**config.mk**
```make
export PLATFORM = sky130hd
export DESIGN_NAME = mgmt_access_config_regs
export DESIGN_NICKNAME = d
export VERILOG_FILES = /design/src/mgmt_access_pkg.sv /design/src/inband_cfg_if.sv /design/src/inband_frame_filter.sv /design/src/mgmt_access_config_regs.sv
export VERILOG_INCLUDE_DIRS = /design/src /design/src/src
export SDC_FILE = /design/constraint.sdc
export NUM_CORES = 1
export LEC_CHECK = 0
export BUFFER_PORTS_ARGS = -buffer_cell sky130_fd_sc_hd__buf_4
export CORE_AREA = 5 5 99 101
export CTS_CLUSTER_DIAMETER = 50
export CTS_CLUSTER_SIZE = 20
export DETAILED_ROUTE_END_ITERATION = 7
export DIE_AREA = 0 0 104 106
export GPL_ROUTABILITY_DRIVEN = 0
export GPL_TIMING_DRIVEN = 0
export MAX_ROUTING_LAYER = met4
export PLACE_DENSITY = 0.74
export SLEW_MARGIN = 10
export SYNTH_ARGS = -nofsm -noshare
export SYNTH_HDL_FRONTEND = slang
export SYNTH_SLANG_ARGS = --single-unit
```
**constraint.sdc**
```tcl
create_clock -name core_clk -period 1.65 [get_ports core_clk]
set_input_delay 0.33 -clock core_clk [delete_from_list [all_inputs] [get_ports core_clk]]
set_output_delay 0.33 -clock core_clk [all_outputs]
set_load 0.02 [all_outputs]
```
**src/mgmt_access_params.svh**
```systemverilog
// constants for the management access configuration registers
// assumes byte addresses on the internal register port and a 25 MHz core clock
`ifndef MGMT_ACCESS_PARAMS_SVH
`define MGMT_ACCESS_PARAMS_SVH

`define SER_CTRL_ADDR 16'h0100
`define INBAND_CTRL_ADDR 16'h0104

`define SER_RESV_RESET 5'h08
`define SER_PREAMBLE_RESET 1'b0
`define SER_AUTO_RESET 1'b1
`define SER_MANUAL_RESET 1'b0

`define INBAND_ENABLE_BIT 31
`define INBAND_MACMATCH_BIT 30
`define INBAND_RESET_BIT 29
`define INBAND_QUEUE_HI 23
`define INBAND_QUEUE_LO 22
`define INBAND_PORT_HI 18
`define INBAND_PORT_LO 16
`define INBAND_ETYPE_HI 15
`define INBAND_ETYPE_LO 0

`define INBAND_QUEUE_RESET 2'h1
`define INBAND_PORT_RESET 3'h0
`define INBAND_ETYPE_RESET 16'h40FE
`define INBAND_PORT_LAST 3'h2

`endif

```
**src/mgmt_access_pkg.sv**
```systemverilog
// types shared by the management access configuration block
// assumes nothing beyond a SystemVerilog compiler
package mgmt_access_pkg;
   typedef logic [2:0] portCode_type;
   typedef logic [1:0] queue_type;
   typedef struct packed {
      logic [4:0] resv;
      logic preambleSup;
      logic autoEdge;
      logic manualEdge;
   } serCtrl_type;
   typedef struct packed {
      logic txDone;
      logic execDone;
      logic error;
   } inbandFlags_type;
endpackage

```
**src/inband_cfg_if.sv**
```systemverilog
// in-band access settings passed from the register bank to the frame filter
// assumes both ends run on core_clk
`timescale 1ns/100ps
`default_nettype none
interface inband_cfg_if;
   import mgmt_access_pkg::*;
   logic enable;
   logic macMatchEn;
   logic engineReset;
   logic [15:0] etherType;
   portCode_type portSel;
   modport cfg(output enable, macMatchEn, engineReset, etherType, portSel);
   modport filt(input enable, macMatchEn, engineReset, etherType, portSel);
endinterface
`default_nettype wire

```
**src/inband_frame_filter.sv**
```systemverilog
// filter that picks in-band management frames out of received headers
// assumes header fields arrive on core_clk with a one-cycle valid strobe
`timescale 1ns/100ps
`default_nettype none
`include "mgmt_access_params.svh"
module inband_frame_filter
   import mgmt_access_pkg::*;
(
   input wire logic core_clk,
   input wire logic rst_n,
   inband_cfg_if.filt cfg,
   input wire logic rxFrameValid,
   input wire logic [47:0] rxDstMac,
   input wire logic [15:0] rxEtherType,
   input wire portCode_type rxPort,
   input wire logic [47:0] switchMac,
   output logic frameAccept_q,
   output logic frameDrop_q,
   output logic macMismatch_q
);
   logic candidate;
   logic macHit;

   // reserved port codes never match, so a misprogrammed field just shuts the path
   assign candidate = rxFrameValid && cfg.enable && (rxEtherType == cfg.etherType)
      && (cfg.portSel <= `INBAND_PORT_LAST) && (rxPort == cfg.portSel);
   assign macHit = !cfg.macMatchEn || (rxDstMac == switchMac);

   always_ff @(posedge core_clk) begin
      if (!rst_n || cfg.engineReset) begin
         frameAccept_q <= 1'b0;
         frameDrop_q <= 1'b0;
         macMismatch_q <= 1'b0;
      end else begin
         frameAccept_q <= candidate && macHit;
         frameDrop_q <= candidate && !macHit;
         macMismatch_q <= candidate && !macHit;
      end
   end
endmodule
`default_nettype wire

```
**src/mgmt_access_config_regs.sv**
```systemverilog
// serial management and in-band access configuration registers
// assumes the host front ends (spi, mdio, i2c) share core_clk and report busy per transaction
`timescale 1ns/100ps
`default_nettype none
`include "mgmt_access_params.svh"
// Notes on behaviour
// - with preamble suppression clear the mdio port needs a full preamble, with it set frames without one are answered.
// - preamble suppression touches only the mdio port and leaves spi and i2c accesses alone.
// - under automatic edge choice spi read data launch on the rising edge for fast clocks and the falling edge otherwise.
// - automatic edge choice resets to one and while set the manual edge bit is ignored.
// - with automatic choice off the manual bit picks the edge, zero falling and one rising, and it resets to zero.
// - the in-band enable starts from the strap pin sampled at reset and is then writable.
// - with address matching on, in-band frames whose destination differs from the switch address are dropped.
// - writing one to the in-band reset bit restarts the in-band engine and the bit clears itself.
// - in-band responses go to the transmit queue in a two-bit field resetting to 01.
// - a three-bit field picks the management port, codes above 010 are reserved, reset 000.
// - in-band frames are recognised by a writable 16-bit ethertype resetting to 40FE.
// - a received packet with a matching in-band tag clears the done and error flags.
module mgmt_access_config_regs
   import mgmt_access_pkg::*;
(
   input wire logic core_clk,
   input wire logic rst_n,
   input wire logic regWrEn,
   input wire logic regRdEn,
   input wire logic [15:0] regAddr,
   input wire logic [3:0] regByteEn,
   input wire logic [31:0] regWrData,
   output logic [31:0] regRdData,
   output logic regRdValid,
   input wire logic inband_enable_strap_pin,
   input wire logic mdioBusy,
   input wire logic spiBusy,
   input wire logic sclRateHigh,
   output logic mdioPreambleSuppress,
   output logic spiLaunchRising,
   output logic inbandEngineReset,
   output logic [1:0] responseQueue,
   input wire logic rxFrameValid,
   input wire logic [47:0] rxDstMac,
   input wire logic [15:0] rxEtherType,
   input wire logic [2:0] rxPort,
   input wire logic [47:0] switchMac,
   output logic frameAccept,
   output logic frameDrop,
   input wire logic tagMatch,
   input wire logic txDoneEvt,
   input wire logic execDoneEvt,
   input wire logic errorEvt,
   output logic [2:0] statusFlags
);
   serCtrl_type serCtrl_q;
   logic inbandEnable_q;
   logic inbandMacMatch_q;
   logic inbandReset_q;
   queue_type inbandQueue_q;
   portCode_type inbandPort_q;
   logic [15:0] inbandEtype_q;
   logic [1:0] strapSync_q;
   logic strapPending_q;
   logic preamble_q;
   logic launchRising_q;
   inbandFlags_type flags_q;
   logic [31:0] rdData_q;
   logic rdValid_q;
   logic macMismatch;
   logic wrSer;
   logic wrInband;
   logic [31:0] inbandWord;
   inband_cfg_if cfgBus();

   assign wrSer = regWrEn && (regAddr == `SER_CTRL_ADDR) && regByteEn[0];
   assign wrInband = regWrEn && (regAddr == `INBAND_CTRL_ADDR);

   // unused groups are left as constant zero in the read word
   assign inbandWord = {inbandEnable_q, inbandMacMatch_q, inbandReset_q, 5'h00, inbandQueue_q, 3'h0, inbandPort_q,
      inbandEtype_q};

   // strap pin is asynchronous to core_clk; only the second stage is read
   always_ff @(posedge core_clk) begin
      strapSync_q <= {strapSync_q[0], inband_enable_strap_pin};
   end

   always_ff @(posedge core_clk) begin
      if (!rst_n) begin
         serCtrl_q <= {`SER_RESV_RESET, `SER_PREAMBLE_RESET, `SER_AUTO_RESET, `SER_MANUAL_RESET};
      end else if (wrSer) begin
         serCtrl_q <= regWrData[7:0];
      end
   end

   // the strap is caught on the first edge after release, once the synchroniser has settled
   always_ff @(posedge core_clk) begin
      if (!rst_n) begin
         strapPending_q <= 1'b1;
         inbandEnable_q <= 1'b0;
      end else begin
         strapPending_q <= 1'b0;
         if (wrInband && regByteEn[3]) begin
            inbandEnable_q <= regWrData[`INBAND_ENABLE_BIT];
         end else if (strapPending_q) begin
            inbandEnable_q <= strapSync_q[1];
         end
      end
   end

   always_ff @(posedge core_clk) begin
      if (!rst_n) begin
         inbandMacMatch_q <= 1'b0;
         inbandReset_q <= 1'b0;
         inbandQueue_q <= `INBAND_QUEUE_RESET;
         inbandPort_q <= `INBAND_PORT_RESET;
         inbandEtype_q <= `INBAND_ETYPE_RESET;
      end else begin
         inbandReset_q <= wrInband && regByteEn[3] && regWrData[`INBAND_RESET_BIT];
         if (wrInband && regByteEn[3]) begin
            inbandMacMatch_q <= regWrData[`INBAND_MACMATCH_BIT];
         end
         if (wrInband && regByteEn[2]) begin
            inbandQueue_q <= regWrData[`INBAND_QUEUE_HI:`INBAND_QUEUE_LO];
            inbandPort_q <= regWrData[`INBAND_PORT_HI:`INBAND_PORT_LO];
         end
         if (wrInband && regByteEn[1]) begin
            inbandEtype_q[15:8] <= regWrData[15:8];
         end
         if (wrInband && regByteEn[0]) begin
            inbandEtype_q[7:0] <= regWrData[7:0];
         end
      end
   end

   // settings are only picked up between transactions so a frame never sees two modes
   always_ff @(posedge core_clk) begin
      if (!rst_n) begin
         preamble_q <= `SER_PREAMBLE_RESET;
      end else if (!mdioBusy) begin
         preamble_q <= serCtrl_q.preambleSup;
      end
   end

   always_ff @(posedge core_clk) begin
      if (!rst_n) begin
         launchRising_q <= 1'b0;
      end else if (!spiBusy) begin
         launchRising_q <= serCtrl_q.autoEdge ? sclRateHigh : serCtrl_q.manualEdge;
      end
   end

   // a new event in the clearing cycle survives a tag match or an engine reset
   always_ff @(posedge core_clk) begin
      if (!rst_n) begin
         flags_q <= '0;
      end else begin
         flags_q.txDone <= txDoneEvt || (flags_q.txDone && !tagMatch && !inbandReset_q);
         flags_q.execDone <= execDoneEvt || (flags_q.execDone && !tagMatch && !inbandReset_q);
         flags_q.error <= errorEvt || macMismatch || (flags_q.error && !tagMatch && !inbandReset_q);
      end
   end

   always_ff @(posedge core_clk) begin
      if (!rst_n) begin
         rdData_q <= 32'h0000_0000;
         rdValid_q <= 1'b0;
      end else begin
         rdValid_q <= regRdEn;
         if (!regRdEn) begin
            rdData_q <= 32'h0000_0000;
         end else if (regAddr == `SER_CTRL_ADDR) begin
            rdData_q <= {24'h00_0000, serCtrl_q};
         end else if (regAddr == `INBAND_CTRL_ADDR) begin
            rdData_q <= inbandWord;
         end else begin
            rdData_q <= 32'h0000_0000;
         end
      end
   end

   assign cfgBus.enable = inbandEnable_q;
   assign cfgBus.macMatchEn = inbandMacMatch_q;
   assign cfgBus.engineReset = inbandReset_q;
   assign cfgBus.etherType = inbandEtype_q;
   assign cfgBus.portSel = inbandPort_q;

   inband_frame_filter frameFilter (
      .core_clk(core_clk),
      .rst_n(rst_n),
      .cfg(cfgBus),
      .rxFrameValid(rxFrameValid),
      .rxDstMac(rxDstMac),
      .rxEtherType(rxEtherType),
      .rxPort(rxPort),
      .switchMac(switchMac),
      .frameAccept_q(frameAccept),
      .frameDrop_q(frameDrop),
      .macMismatch_q(macMismatch)
   );

   assign regRdData = rdData_q;
   assign regRdValid = rdValid_q;
   assign mdioPreambleSuppress = preamble_q;
   assign spiLaunchRising = launchRising_q;
   assign inbandEngineReset = inbandReset_q;
   assign responseQueue = inbandQueue_q;
   assign statusFlags = flags_q;
endmodule
`default_nettype wire

```
==> run metrics <==
top_reg_cell synth=dfxtp_1; Cells after Synth=318; biggest cell delay along the critical path=0.44 ns; Final setup viols=0; FF-to-FF Start=cfgBus.etherType[6]; most common cell after layout, fill and taps aside=buf_4; Seq/Total Area, Yosys=42.5%; #FFs+latches synth=67; die height=106 um; largest net degree at the start of global routing=12; Setup crit end kind=flop; Req. time, crit path=1.93 ns; Max clock buf depth=2; ratio of cells with drive above 1 in the final layout=roughly 46%; Post-synth EDFFs=0; Initial DRC Count=68; internal cell power=2.93 mW; number of global-route vias before repair=just over 3000; clk sinks=67; GRT overflow=0; via count=3019; status=complete, no violations; drt drc=0; worst vdd ir=~0.50 mV; Area Overhead vs Synth=62.5%; CTS tree=built; Final ANT Viol Nets=0; clock power share=roughly 41%; relative slew slack=between 60% and 70%; worst-case reg-to-reg path depth=5; Power per Cell Area=roughly 740 mW/mm^2; Post-Place Cells=641; GRT Total Usage=about a fifth; Net Sw Power=roughly 0.85 mW; CTS Hold Bufs=0; Core Area=0.00893 mm^2; H-tree Lvls=3; synth warn=0; Cell Rows=35; Wirelength per Cell=about 16 um; mapped cell area=between 0.003 and 0.004 mm^2; nets@finish=slightly above 700; Routed WL=10700 um; Achievable Freq=629 MHz; reg2reg end=frameFilter.frameAccept_q; initial antenna violation count=0; HP Class=primary input to flop; Sum Neg Setup Slack=0 ns; Die Span X=104 um; clock root cell=clkbuf_8; Async S/R FF share, synth=0%; clk_skew=0.00708 ns; Netlist cell types=36; Setup crit start=cfgBus.etherType[6]; crit-path cells=xor2_1 -> nor4_2 -> nand4_1 -> or4_4 -> nor2b_1; Die ar.=about 0.011 mm^2; Max Slew Vio Count=0; minimum clock period=1.59 ns; CTS Buf Count=9; RSZ-0062 raised after global routing=yes; IO Count=223; max-cap viol count=0; DP Wirelength=~9000 um; commonest cells after routing, fill and taps aside=buf_4 (216), dfxtp_1 (65), xor2_1 (62), mux2i_1 (32), nor2_1 (29); Least-Margin Pin Slew=0.582 ns; final hold violation count=0; Worst R2R Setup Slack=0.06 ns; Initial Util=35.4%; CP arrival=approximately 1.9 ns; vias per cell=between 4 and 5; first-pass GRT wire length=15800 um; CP max FO=2; part of the cycle the worst path needs=between 90 and 100%; synthesized area per cell=9.93 um^2; power share of the sequential group=43.3%; ANT cells=0; Clk pin slew, worst setup/hold paths=0.07 ns; DR pass1 iterations=4; worst-skew pair later-pin latency=0.34 ns; Max stage delay cell, worst path=or4_4; static leakage=2.54 nW; crit path to=frameFilter.frameAccept_q; Setup Crit Path Kind=flop to flop; fin util=between 50% and 60%; CP Launch Type=flop; Comb power frac=between 10% and 20%; Layout Cells excl Fill=~660; PortBufs=205; Pwr Total=3.78 mW; Sw Share=22.5%
==> synthesized netlist by cell type, types with 4 or more instances <==
cell type,instances,share of area (%)
nand3_1,10,1.6
o21ai_1,6,0.95
dfxtp_1,67,42
buf_4,10,2.4
nand4_1,6,1.2
a21oi_1,4,0.63
nor4_1,15,3.0
nor2_1,29,3.4
mux2i_1,32,10
nand2_1,20,2.4
clkbuf_1,4,0.48
xnor2_1,4,1.1
nand4_4,4,2.7
and2_1,17,3.4
xor2_1,62,17
==> power groups by stage <==
| stage | Combinational [mW] | Sequential (mW) | Clock (mW) |
|---|---|---|---|
| 2_1_floorplan | 0.189 | 1.68 | 0 |
| 3_5_place_dp | 0.594 | 1.67 | 0 |
| 4_1_cts | 0.599 | 1.64 | 1.57 |
| 5_1_grt | 0.644 | 1.64 | 1.64 |
| 3_3_place_gp | 0.582 | 1.67 | 0 |
| 6_report | 0.599 | 1.64 | 1.54 |
==> sequential cells by signal (all words and copies together), names as in the netlist <==
name	flops
strapSync_q	2
regRdData	24
cfgBus.etherType	16
mdioPreambleSuppress	1
spiLaunchRising	1
frameFilter.frameDrop_q	1
serCtrl_q	8
statusFlags	3
cfgBus.enable	1
inbandEngineReset	1
responseQueue	2
strapPending_q	1
cfgBus.macMatchEn	1
frameFilter.frameAccept_q	1
cfgBus.portSel	3
regRdValid	1
==> worst min-delay path by stage <==
| stage | start | endpoint | slack, ns | cells past startpoint |
|---|---|---|---|---|
| after detailed placement | strapSync_q[0] | strapSync_q[1] | 0.32 | 0 |
| after global routing | inband_enable_strap_pin | strapSync_q[0] | 0.07 | 1 |
| after CTS | inband_enable_strap_pin | strapSync_q[0] | 0.07 | 1 |
| final | inband_enable_strap_pin | strapSync_q[0] | 0.09 | 1 |
| after global placement | strapSync_q[0] | strapSync_q[1] | 0.32 | 0 |
| after floorplan | strapSync_q[0] | strapSync_q[1] | 0.31 | 0 |
==> through the flow <==
| step | hold slack (ns) | area (um^2) | worst slack [ns] |
|---|---|---|---|
| after floorplan | 0.310 | 3180 | 0.0522 |
| after global placement | 0.319 | 4860 | -0.323 |
| after detailed placement | 0.319 | 4860 | -0.296 |
| after CTS | 0.0747 | 5110 | 0.0398 |
| after global routing | 0.0718 | 5130 | -0.0505 |
| final | 0.0909 | 5130 | 0.0593 |
==> area by class of cell <==
class	instances	area (um^2)
plain buffers	18	121
clock buffers	12	155
clock inverters	4	72.6
fillers	809	3800
inverters	2	7.51
multi-input cells	238	1750
flip-flops and latches	67	1340
well taps	111	139
repair buffers	206	1550
==> critical path: cells and delay by family, from the launching register on <==
family / cells / cell delay [ns]
xor gates and xnor gates: 1 / 0.16
DFF: 1 / 0.33
and+or+nand+nor: 4 / 1.05
==> cell families after synthesis <==
family,Yosys count,synth area share (%)
buf+inv,20,4.08
simple gates,116,22.0
xor+xnor,66,18.3
flops,67,42.5
other cells,1,0.119
mux,32,10.1
compound gates,16,2.89
==> what timing repair did <==
item,CTS,global route
resized for setup,4,3
buffers inserted,0,1
pin swaps,3,4
gates cloned,0,0
endpoints found under the setup margin,2,17
==> layer usage <==
layer / vias to the layer above / share of wire (%) / track usage [%]
met5: - / 0 / -
met4: 0 / 1.8 / 5.64
met3: 19 / 5.3 / 4.74
met2: 94 / 53 / 31.9
met1: 1387 / 40 / 21.5
li1: 1519 / - / -
(Power assumes the default switching activity.)
